===== src/core/ref_level_pkg.sv =====
/*
  Constants for the data reference level mode register: command address,
  field positions, reset value, read drive timing and read state encoding.
  Assumes a 100 MHz core clock and a sampled link clock of 80 ns period.
*/
package ref_level_pkg;
  localparam int unsigned CLK_PERIOD_NS = 10;
  localparam int unsigned READ_DRIVE_NS = 80;
  localparam int unsigned READ_DRIVE_CYCLES_INT =
    (READ_DRIVE_NS + CLK_PERIOD_NS - 1) / CLK_PERIOD_NS;
  localparam logic [3:0] READ_DRIVE_CYCLES = READ_DRIVE_CYCLES_INT[3:0];
  localparam logic [3:0] CNT_ZERO = 4'h0;
  localparam logic [3:0] CNT_ONE = 4'h1;

  localparam logic [5:0] REG_ADDR = 6'h0e;
  localparam int unsigned ADDR_W = 6;
  localparam int unsigned OP_W = 8;
  localparam int unsigned DQ_W = 16;
  localparam int unsigned LEVEL_LSB = 0;
  localparam int unsigned LEVEL_MSB = 5;
  localparam int unsigned RANGE_BIT = 6;
  localparam int unsigned STORE_W = 7;
  localparam logic [6:0] STORE_RESET = 7'h5d;
  localparam logic [7:0] DQ_HIGH_ZERO = 8'h00;
  localparam logic RESERVED_ZERO = 1'b0;
  localparam logic [5:0] LEVEL_MAX = 6'h32;

  typedef logic [6:0] store_t;

  typedef enum logic [1:0] {
    RD_IDLE = 2'b00,
    RD_DRIVE = 2'b01
  } rd_state_t;
endpackage : ref_level_pkg


===== src/core/link_sample_if.sv =====
/*
  Carries one sampled mode register command from the link sampler to the
  register bank. Assumes both ends run on the core clock.
*/
`timescale 1ns/1ns
interface link_sample_if;
  logic cmd_valid;
  logic cmd_write;
  logic [5:0] cmd_addr;
  logic [7:0] cmd_data;
  modport src (output cmd_valid, output cmd_write, output cmd_addr, output cmd_data);
  modport dst (input cmd_valid, input cmd_write, input cmd_addr, input cmd_data);
endinterface : link_sample_if


===== src/core/dq_vref_mode_register.sv =====
/*
  Data input reference level mode register with two set point copies,
  written and read by mode register commands over a sampled link.
  Assumes the set point select bits come from a sibling register on the
  core clock and that the controller keeps its side of the protocol.
*/
// Overview of operation
// RULE_01: A read drives the eight register bits onto data lines 0 to 7.
// RULE_02: Reserved bit and unused data lines read as zero.
// RULE_03: Level write goes to set point 0 or 1 per write select.
// RULE_04: Bit 6 selects reference range 0 or range 1.
// RULE_05: Controller gives the range in the same write as the level.
// RULE_06: Values persist until overwritten or reset.
// RULE_07: Two copies per bit; reads and writes reach the write-selected copy.
// RULE_08: Operate select picks the copy that sets active level and range.
// RULE_09: Inactive copy ignored; writing it leaves operation undisturbed.
// RULE_10: Codes 0 to 50 valid; default code 29 in range 1.
// RULE_11: Controller never writes reserved codes and writes bit 7 as zero.
// RULE_12: Write select is bit 6, operate select bit 7; 0 means set point 0.
`timescale 1ns/1ns
module dq_vref_mode_register
  import ref_level_pkg::*;
(
  input wire logic clock_in,
  input wire logic rst_n_in,
  input wire logic clk_en_in,
  input wire logic ck_in,
  input wire logic cs_in,
  input wire logic cmd_write_in,
  input wire logic [5:0] ma_in,
  input wire logic [7:0] op_in,
  input wire logic setpoint_write_select_in,
  input wire logic setpoint_operate_select_in,
  output logic [15:0] dq_out,
  output logic dq_oe_n_out,
  output logic [5:0] level_code_out,
  output logic range_out
);
  link_sample_if cmd_if ();

  link_sampler u_link_sampler (
    .clock_in(clock_in),
    .rst_n_in(rst_n_in),
    .clk_en_in(clk_en_in),
    .ck_in(ck_in),
    .cs_in(cs_in),
    .cmd_write_in(cmd_write_in),
    .ma_in(ma_in),
    .op_in(op_in),
    .cmd_if(cmd_if)
  );

  // Register image as seen on the read data lines
  function automatic logic [15:0] read_image(input store_t s);
    read_image = {DQ_HIGH_ZERO, RESERVED_ZERO, s}; // RULE_01 RULE_02
  endfunction : read_image

  // Copy chosen by a set point select bit
  function automatic store_t pick_copy(input store_t c0, input store_t c1, input logic sel);
    pick_copy = sel ? c1 : c0; // RULE_12
  endfunction : pick_copy

  store_t copy_q [2];
  store_t copy_d [2];
  logic hit;
  logic wr_hit;
  logic rd_hit;

  // Command decode shared by the copy store and the read driver
  always_comb begin
    hit = cmd_if.cmd_valid && (cmd_if.cmd_addr == REG_ADDR);
    wr_hit = hit && cmd_if.cmd_write;
    rd_hit = hit && !cmd_if.cmd_write;
  end

  // Copy store: level and range land together in the write-selected copy.
  // Reserved level codes are kept as written; the controller avoids them.
  always_comb begin
    copy_d = copy_q;
    if (clk_en_in && wr_hit) begin
      copy_d[setpoint_write_select_in] = cmd_if.cmd_data[STORE_W-1:0]; // RULE_03 RULE_07 RULE_12 RULE_05
    end
  end

  always_ff @(posedge clock_in or negedge rst_n_in) begin
    if (!rst_n_in) begin
      copy_q[0] <= STORE_RESET; // RULE_06 RULE_10
      copy_q[1] <= STORE_RESET; // RULE_06 RULE_10
    end else begin
      copy_q <= copy_d; // RULE_06
    end
  end

  logic [5:0] level_q, level_d;
  logic range_q, range_d;
  store_t active;

  // Active outputs follow the operate-selected copy only; the other copy
  // may be rewritten freely without moving the reference
  always_comb begin
    active = pick_copy(copy_q[0], copy_q[1], setpoint_operate_select_in); // RULE_08 RULE_09
    level_d = level_q;
    range_d = range_q;
    if (clk_en_in) begin
      level_d = active[LEVEL_MSB:LEVEL_LSB]; // RULE_08
      range_d = active[RANGE_BIT]; // RULE_04
    end
  end

  always_ff @(posedge clock_in or negedge rst_n_in) begin
    if (!rst_n_in) begin
      level_q <= STORE_RESET[LEVEL_MSB:LEVEL_LSB]; // RULE_10
      range_q <= STORE_RESET[RANGE_BIT]; // RULE_10
    end else begin
      level_q <= level_d;
      range_q <= range_d;
    end
  end

  rd_state_t state_q, state_d;
  logic [3:0] cnt_q, cnt_d;
  logic [15:0] dq_q, dq_d;
  logic oe_n_q, oe_n_d;
  store_t selected;

  // Read driver: one image per read, held for the drive time.
  // A read arriving while driving is dropped, so reads must be spaced.
  always_comb begin
    selected = pick_copy(copy_q[0], copy_q[1], setpoint_write_select_in); // RULE_07
    state_d = state_q;
    cnt_d = cnt_q;
    dq_d = dq_q;
    oe_n_d = oe_n_q;
    if (clk_en_in) begin
      case (state_q)
        RD_IDLE: begin
          if (rd_hit) begin
            dq_d = read_image(selected); // RULE_07 RULE_01
            oe_n_d = 1'b0;
            cnt_d = READ_DRIVE_CYCLES;
            state_d = RD_DRIVE;
          end
        end
        RD_DRIVE: begin
          if (cnt_q == CNT_ONE) begin
            dq_d = '0; // RULE_02
            oe_n_d = 1'b1;
            cnt_d = CNT_ZERO;
            state_d = RD_IDLE;
          end else begin
            cnt_d = cnt_q - CNT_ONE;
          end
        end
        default: begin
          dq_d = '0;
          oe_n_d = 1'b1;
          cnt_d = CNT_ZERO;
          state_d = RD_IDLE;
        end
      endcase
    end
  end

  always_ff @(posedge clock_in or negedge rst_n_in) begin
    if (!rst_n_in) begin
      state_q <= RD_IDLE;
      cnt_q <= CNT_ZERO;
      dq_q <= '0; // RULE_02
      oe_n_q <= 1'b1;
    end else begin
      state_q <= state_d;
      cnt_q <= cnt_d;
      dq_q <= dq_d;
      oe_n_q <= oe_n_d;
    end
  end

  assign dq_out = dq_q;
  assign dq_oe_n_out = oe_n_q;
  assign level_code_out = level_q;
  assign range_out = range_q;
endmodule : dq_vref_mode_register


===== src/core/link_sampler.sv =====
/*
  Synchronises the link clock and command pins into the core clock and
  emits a one-cycle command pulse on each rising link clock edge with
  chip select high. Assumes pins are stable around link clock rising edges.
*/
`timescale 1ns/1ns
module link_sampler
  import ref_level_pkg::*;
(
  input wire logic clock_in,
  input wire logic rst_n_in,
  input wire logic clk_en_in,
  input wire logic ck_in,
  input wire logic cs_in,
  input wire logic cmd_write_in,
  input wire logic [5:0] ma_in,
  input wire logic [7:0] op_in,
  link_sample_if.src cmd_if
);
  localparam int unsigned PIN_W = 2 + ADDR_W + OP_W;
  logic [PIN_W:0] meta_q, meta_d, sync_q, sync_d;
  logic ck_prev_q, ck_prev_d;
  logic valid_q, valid_d, write_q, write_d;
  logic [5:0] addr_q, addr_d;
  logic [7:0] data_q, data_d;

  always_comb begin
    meta_d = meta_q;
    sync_d = sync_q;
    ck_prev_d = ck_prev_q;
    valid_d = valid_q;
    write_d = write_q;
    addr_d = addr_q;
    data_d = data_q;
    if (clk_en_in) begin
      // Pulse lasts one enabled cycle; a frozen cycle keeps it pending
      valid_d = 1'b0;
      meta_d = {ck_in, cs_in, cmd_write_in, ma_in, op_in};
      sync_d = meta_q;
      ck_prev_d = sync_q[PIN_W];
      // Rising link clock edge with chip select
      if (sync_q[PIN_W] && !ck_prev_q && sync_q[PIN_W-1]) begin
        valid_d = 1'b1;
        write_d = sync_q[PIN_W-2];
        addr_d = sync_q[OP_W +: ADDR_W];
        data_d = sync_q[OP_W-1:0];
      end
    end
  end

  always_ff @(posedge clock_in or negedge rst_n_in) begin
    if (!rst_n_in) begin
      meta_q <= '0;
      sync_q <= '0;
      ck_prev_q <= 1'b0;
      valid_q <= 1'b0;
      write_q <= 1'b0;
      addr_q <= '0;
      data_q <= '0;
    end else begin
      meta_q <= meta_d;
      sync_q <= sync_d;
      ck_prev_q <= ck_prev_d;
      valid_q <= valid_d;
      write_q <= write_d;
      addr_q <= addr_d;
      data_q <= data_d;
    end
  end

  assign cmd_if.cmd_valid = valid_q;
  assign cmd_if.cmd_write = write_q;
  assign cmd_if.cmd_addr = addr_q;
  assign cmd_if.cmd_data = data_q;
endmodule : link_sampler


===== config.mk =====
export PLATFORM = sky130hd
export DESIGN_NAME = dq_vref_mode_register
export DESIGN_NICKNAME = d
export VERILOG_FILES = /design/src/core/ref_level_pkg.sv /design/src/core/link_sample_if.sv /design/src/core/dq_vref_mode_register.sv /design/src/core/link_sampler.sv
export SDC_FILE = /design/constraint.sdc
export NUM_CORES = 1
export LEC_CHECK = 0
export BUFFER_PORTS_ARGS = -buffer_cell sky130_fd_sc_hd__buf_4
export CAP_MARGIN = 20
export CORE_MARGIN = 4
export CORE_UTILIZATION = 45
export DETAILED_ROUTE_END_ITERATION = 10
export PLACE_DENSITY = 0.67
export SYNTH_ARGS = -nofsm -noshare
export SYNTH_HDL_FRONTEND = slang
export SYNTH_HIERARCHICAL = 1
export SYNTH_SLANG_ARGS = --single-unit

===== constraint.sdc =====
create_clock -name clock_in -period 1.92 [get_ports clock_in]
set_clock_uncertainty 0.15 [all_clocks]
set_input_delay 0.192 -clock clock_in [delete_from_list [all_inputs] [get_ports clock_in]]
set_output_delay 0.192 -clock clock_in [all_outputs]
set_load 0.02 [all_outputs]

# --- After elaboration in Yosys (flattened, before gate mapping) ---
# Cells that the tools add are included.
word_totals:
  ff_bits: 94
  input_bits: 22
op_classes:
  addsub: 1
  n_lt_le_gt_ge: 2
  eq_ne: 5
  n_mux: 18
  n_bitwise: 1
  reduce_logical: 13
op_table:
  columns: ["op", "count"]
  rows:
  - ["2-to-1 mux 16 bit", 2]
  - ["case mux 16 bit (2 select lines)", 1]
  - ["2-to-1 mux 7 bit", 3]
  - ["bitwise mux 14 bit", 1]
  - ["2-to-1 mux 4 bit", 2]
  - ["case mux 4 bit (2 select lines)", 1]
  - ["demux 7 bit (select 1 bit)", 1]
  - ["logical AND 1 bit", 7]
  - ["equality test 6 x 4 -> 1 bit, second input constant", 1]
  - ["equality test 4 x 1 -> 1 bit, second input constant", 1]
  - ["2-to-1 mux 2 bit", 2]
  - ["inequality test 2 bit, second input constant", 2]
  - ["case mux 2 bit (2 select lines)", 1]
  - ["AND reduction 2 bit", 2]
  - ["subtractor 4 x 1 -> 4 bit, second input constant", 1]
  - ["2-to-1 mux 1 bit", 3]
  - ["AND reduction 3 bit", 1]
  - ["equality test 2 x 1 -> 1 bit, second input constant", 1]
  - [">= comparator 2 bit, second input constant", 1]
  - ["zero test 1 bit", 2]
  - ["zero test 2 bit", 1]
  - ["less-than comparator 2 x 1 -> 1 bit, second input constant", 1]
  - ["NOT 1 -> 2 bit", 1]
  - ["case mux 1 bit (2 select lines)", 1]

# --- Longest topological paths before layout ---
depth:
  word_depth: 6
  ltp_mapped: 5
  depth_no_buf: 5

# --- By module ---
# The synthesis kept the hierarchy.
modules_own_cells:
  columns: ["module", "n_inst", "cells_each", "area_per_inst_um2", "seq_area_each_um2"]
  rows:
  - ["link_sampler", 1, 109, 1943.1, 1276.2]
  - ["dq_vref_mode_register", 1, 145, 1731.7, 870.8]

# --- Worst setup path after synthesis ---
# Ideal clock, no wire load.
synth_path:
  path_type: "reg2reg"
  from: "reg u_link_sampler.addr_q[4], in the netlist u_link_sampler/cmd_if.cmd_addr[4]"
  to: "reg copy_q[12] (netlist bit)"
  setup_ns: 0.125
  arrival_time_ns: 1.451
  path_slack_ns: 0.195
  path_stages_with_launch: 4
  synth_period_minus_slack_ns: 1.725
  path_cell_list: "dfrtp_1 nand4bb_1 nor4b_4 mux2_2"
synth_between:
  elab_chain_cells: 4
synth_rtl:
  columns: ["element", "line", "text"]
  rows:
  - ["start, declared", "link_sampler.sv:24", "logic [5:0] addr_q, addr_d;"]
  - ["start signal, assigned", "link_sampler.sv:66", "addr_q <= addr_d;"]
  - ["equality test 6 x 4 -> 1 bit", "dq_vref_mode_register.sv:71", "hit = cmd_if.cmd_valid && (cmd_if.cmd_addr == REG_ADDR);"]
  - ["logical AND 1 bit", "dq_vref_mode_register.sv:71", null]
  - ["logical AND 1 bit", "dq_vref_mode_register.sv:72", "wr_hit = hit && cmd_if.cmd_write;"]
  - ["logical AND 1 bit", "dq_vref_mode_register.sv:80", "if (clk_en_in && wr_hit) begin"]
  - ["end signal, assigned", "dq_vref_mode_register.sv:90", "copy_q <= copy_d;"]
  - ["end, declared", "dq_vref_mode_register.sv:63", "store_t copy_q [2];"]
# Every way passes these cells.
# A chain may end at the register's enable or synchronous reset.

# --- Final worst setup path ---
# Ends and elaborated chain as after synthesis.

==> flow_summary_export.csv <==
group,metric,value,unit
power_and_ir_drop,combinationalPowerShare,15.7,%
clock_tree,cts_root_buffer,"clkbuf_8",
clock_tree,ctsHtreeMaxLevel,3,
worst_hold_path,min_path_type,"in -> reg",
sta,drv_slew,0,
clock_tree,clk_latency,0.35,ns
clock_tree,cts_made_buffers,9,
sta,setup_ws,0.145,ns
synthesis,synthCells,248,
route,viasPerCell,5.03,
sta,tns,0,ns
power_and_ir_drop,seq_power_share,54.2,%
power_and_ir_drop,total_power,4.14,mW
power_and_ir_drop,p_int,3.04,mW
clock_tree,clkSlewWorstSetupHoldPaths,0.09,ns
die,io-pin-count,46,
route,drtIter0Drc,92,
power_and_ir_drop,ir_drop,0.411,mV
die,start_util,46.1,%
placement,pre_cts_ws,0.135,ns
route,wire_per_inst,14.3,um
placement,dpl-instance-area,3920,um^2
worst_setup_path,cp_max_fo,7,
layout,area_delta_synth_final,20.3,%
sta,grt_setup_unrepaired,"false",
clock_tree,cts_sinks,82,
status,status,"completed",
global_routing,grt_pass1_wl,10300,um
power_and_ir_drop,p_leak,1.95,nW
route,num_vias,2072,
route,drc,0,
placement,gp_congestion,0.724,
placement,dp_hpwl,4030,um
power_and_ir_drop,pwr-share-clk,30.1,%
sta,finalHoldViolations,0,
power_and_ir_drop,power_switching,1.10,mW
sta,fin_crit,1.78,ns
sta,post-route-period-util,92.4,%
die,die_area,9410,um^2
layout,n_fill_cell,661,
global_routing,grt_antenna_before_repair,0,
sta,setup_viol,0,
worst_setup_path,end_kind,"register",
global_routing,overflow,0,
synthesis,yosys_warnings,6,
worst_setup_path,cp_data_required_time,2.01,ns
route,totalWireLength,5910,um
sta,max_freq,563,MHz
power_and_ir_drop,switching_share,26.6,%
power_and_ir_drop,p_per_area,966,nW/um^2
layout,finalNonFillerCells,412,
die,die_y,97.0,um
global_routing,grt_pass1_vias,2094,
clock_tree,cts_resized,0,
worst_setup_path,crit_path_start_kind,"register",
clock_tree,cts_max_path_buffers,2,
global_routing,grtUsageTotal,13.6,%
worst_setup_path,arrival,1.86,ns
die,core,7730,um^2
synthesis,synth_area_per_cell,14.4,um^2
global_routing,grt_max_degree,52,
job,cap_violations,0,
route,postRouteAntennaNets,0,
layout,layout.nets,329,
route,dr.pass1.iters,6,
placement,dp.cells,379,
synthesis,syn_area,3570,um^2
clock_tree,cts_tree,"built",
die,rows,32,
placement,io_buffers,35,
die,die_w,97.0,um
layout,layout-drive-gt1-share,45.2,%
layout,final_area,4290,um^2
worst_setup_path,crit_type,"reg -> reg",
layout,n_antenna_cell,0,
metrics by stage:
stage / util [%] / hold WS [ns]
finish: 55.5 / 0.0780
floorplan: - / -0.254
global placement: 50.7 / 0.0101
detailed placement: 50.7 / 0.0134
global route: 55.5 / 0.0682
CTS: 55.5 / 0.0573
layout make-up:
cell class | count | area [um^2] | area share (%)
clock buffer | 9 | 124 | 2.89
clock inverter | 7 | 77.6 | 1.81
inverter | 4 | 15.0 | 0.350
multi-input combinational | 149 | 1380 | 32.1
sequential | 82 | 2070 | 48.3
tap | 102 | 128 | 2.98
timing repair buffer | 59 | 498 | 11.6
placed cells by master, fill, tap and decap left out, drive strengths merged, types with 8 or more instances in the layout:
cell type,n
a21oi,8
buf,42
clkbuf,9
conb,9
dfrtp,66
dfstp,16
dlygate4sd3,17
mux2,61
mux2i,21
nor2,9
o21ai,8
power groups by stage:
stage          combinational (mW)  clock (mW)  sequential, mW
4_1_cts                     0.659        1.29            2.25
5_1_grt                     0.712        1.37            2.29
6_report                    0.649        1.25            2.24
2_1_floorplan               0.512           0            2.20
3_5_place_dp                0.629           0            2.28
3_3_place_gp                0.608           0            2.26
registers in the layout (all words and copies together), names as in the netlist:
signal / count
dq_out: 7
u_link_sampler/cmd_if.cmd_valid: 1
u_link_sampler/cmd_if.cmd_write: 1
state_q: 1
dq_oe_n_out: 1
range_out: 1
u_link_sampler/cmd_if.cmd_addr: 6
u_link_sampler/ck_prev_q: 1
level_code_out: 6
u_link_sampler/cmd_if.cmd_data: 7
copy_q: 14
u_link_sampler/meta_q: 16
cnt_q: 4
u_link_sampler/sync_q: 16
routing by layer:
layer  routed length [um]  vias to the layer above  global-route usage [%]
li1                     -                      982                       -
met1                 2820                     1036                    18.7
met2                 2770                       50                    20.2
met3                  259                        4                    3.60
met4                   59                        0                    5.83
met5                    0                        -                       0
final timing paths:
| path | start | end | slack, ns | cells past startpoint |
|---|---|---|---|---|
| setup / recovery | u_link_sampler/cmd_if.cmd_addr[4] | copy_q[12] | 0.14 | 4 |
| hold / removal | setpoint_operate_select_in | level_code_out[0] | 0.08 | 3 |
| setup reg to reg | u_link_sampler/cmd_if.cmd_addr[4] | copy_q[12] | 0.14 | 4 |
| hold reg to reg | range_out | range_out | 0.34 | 2 |
| max in group asynchronous | rst_n_in | dq_oe_n_out | 0.79 | 3 |
| min in group asynchronous | rst_n_in | dq_out[0] | 0.16 | 2 |
critical path, cell delays in order, from the launching register on:
cell and delay [ns]:
dfrtp_1 0.39, nand4bb_1 0.29, nor4b_4 0.30, buf_4 0.20
mux2_2 0.33
timing repair:
action	4_1_cts	5_1_grt
hold buffers	17	0
buffers inserted	0	0
endpoints found under the hold margin	47	0
Power figures use the tool's default switching activity.
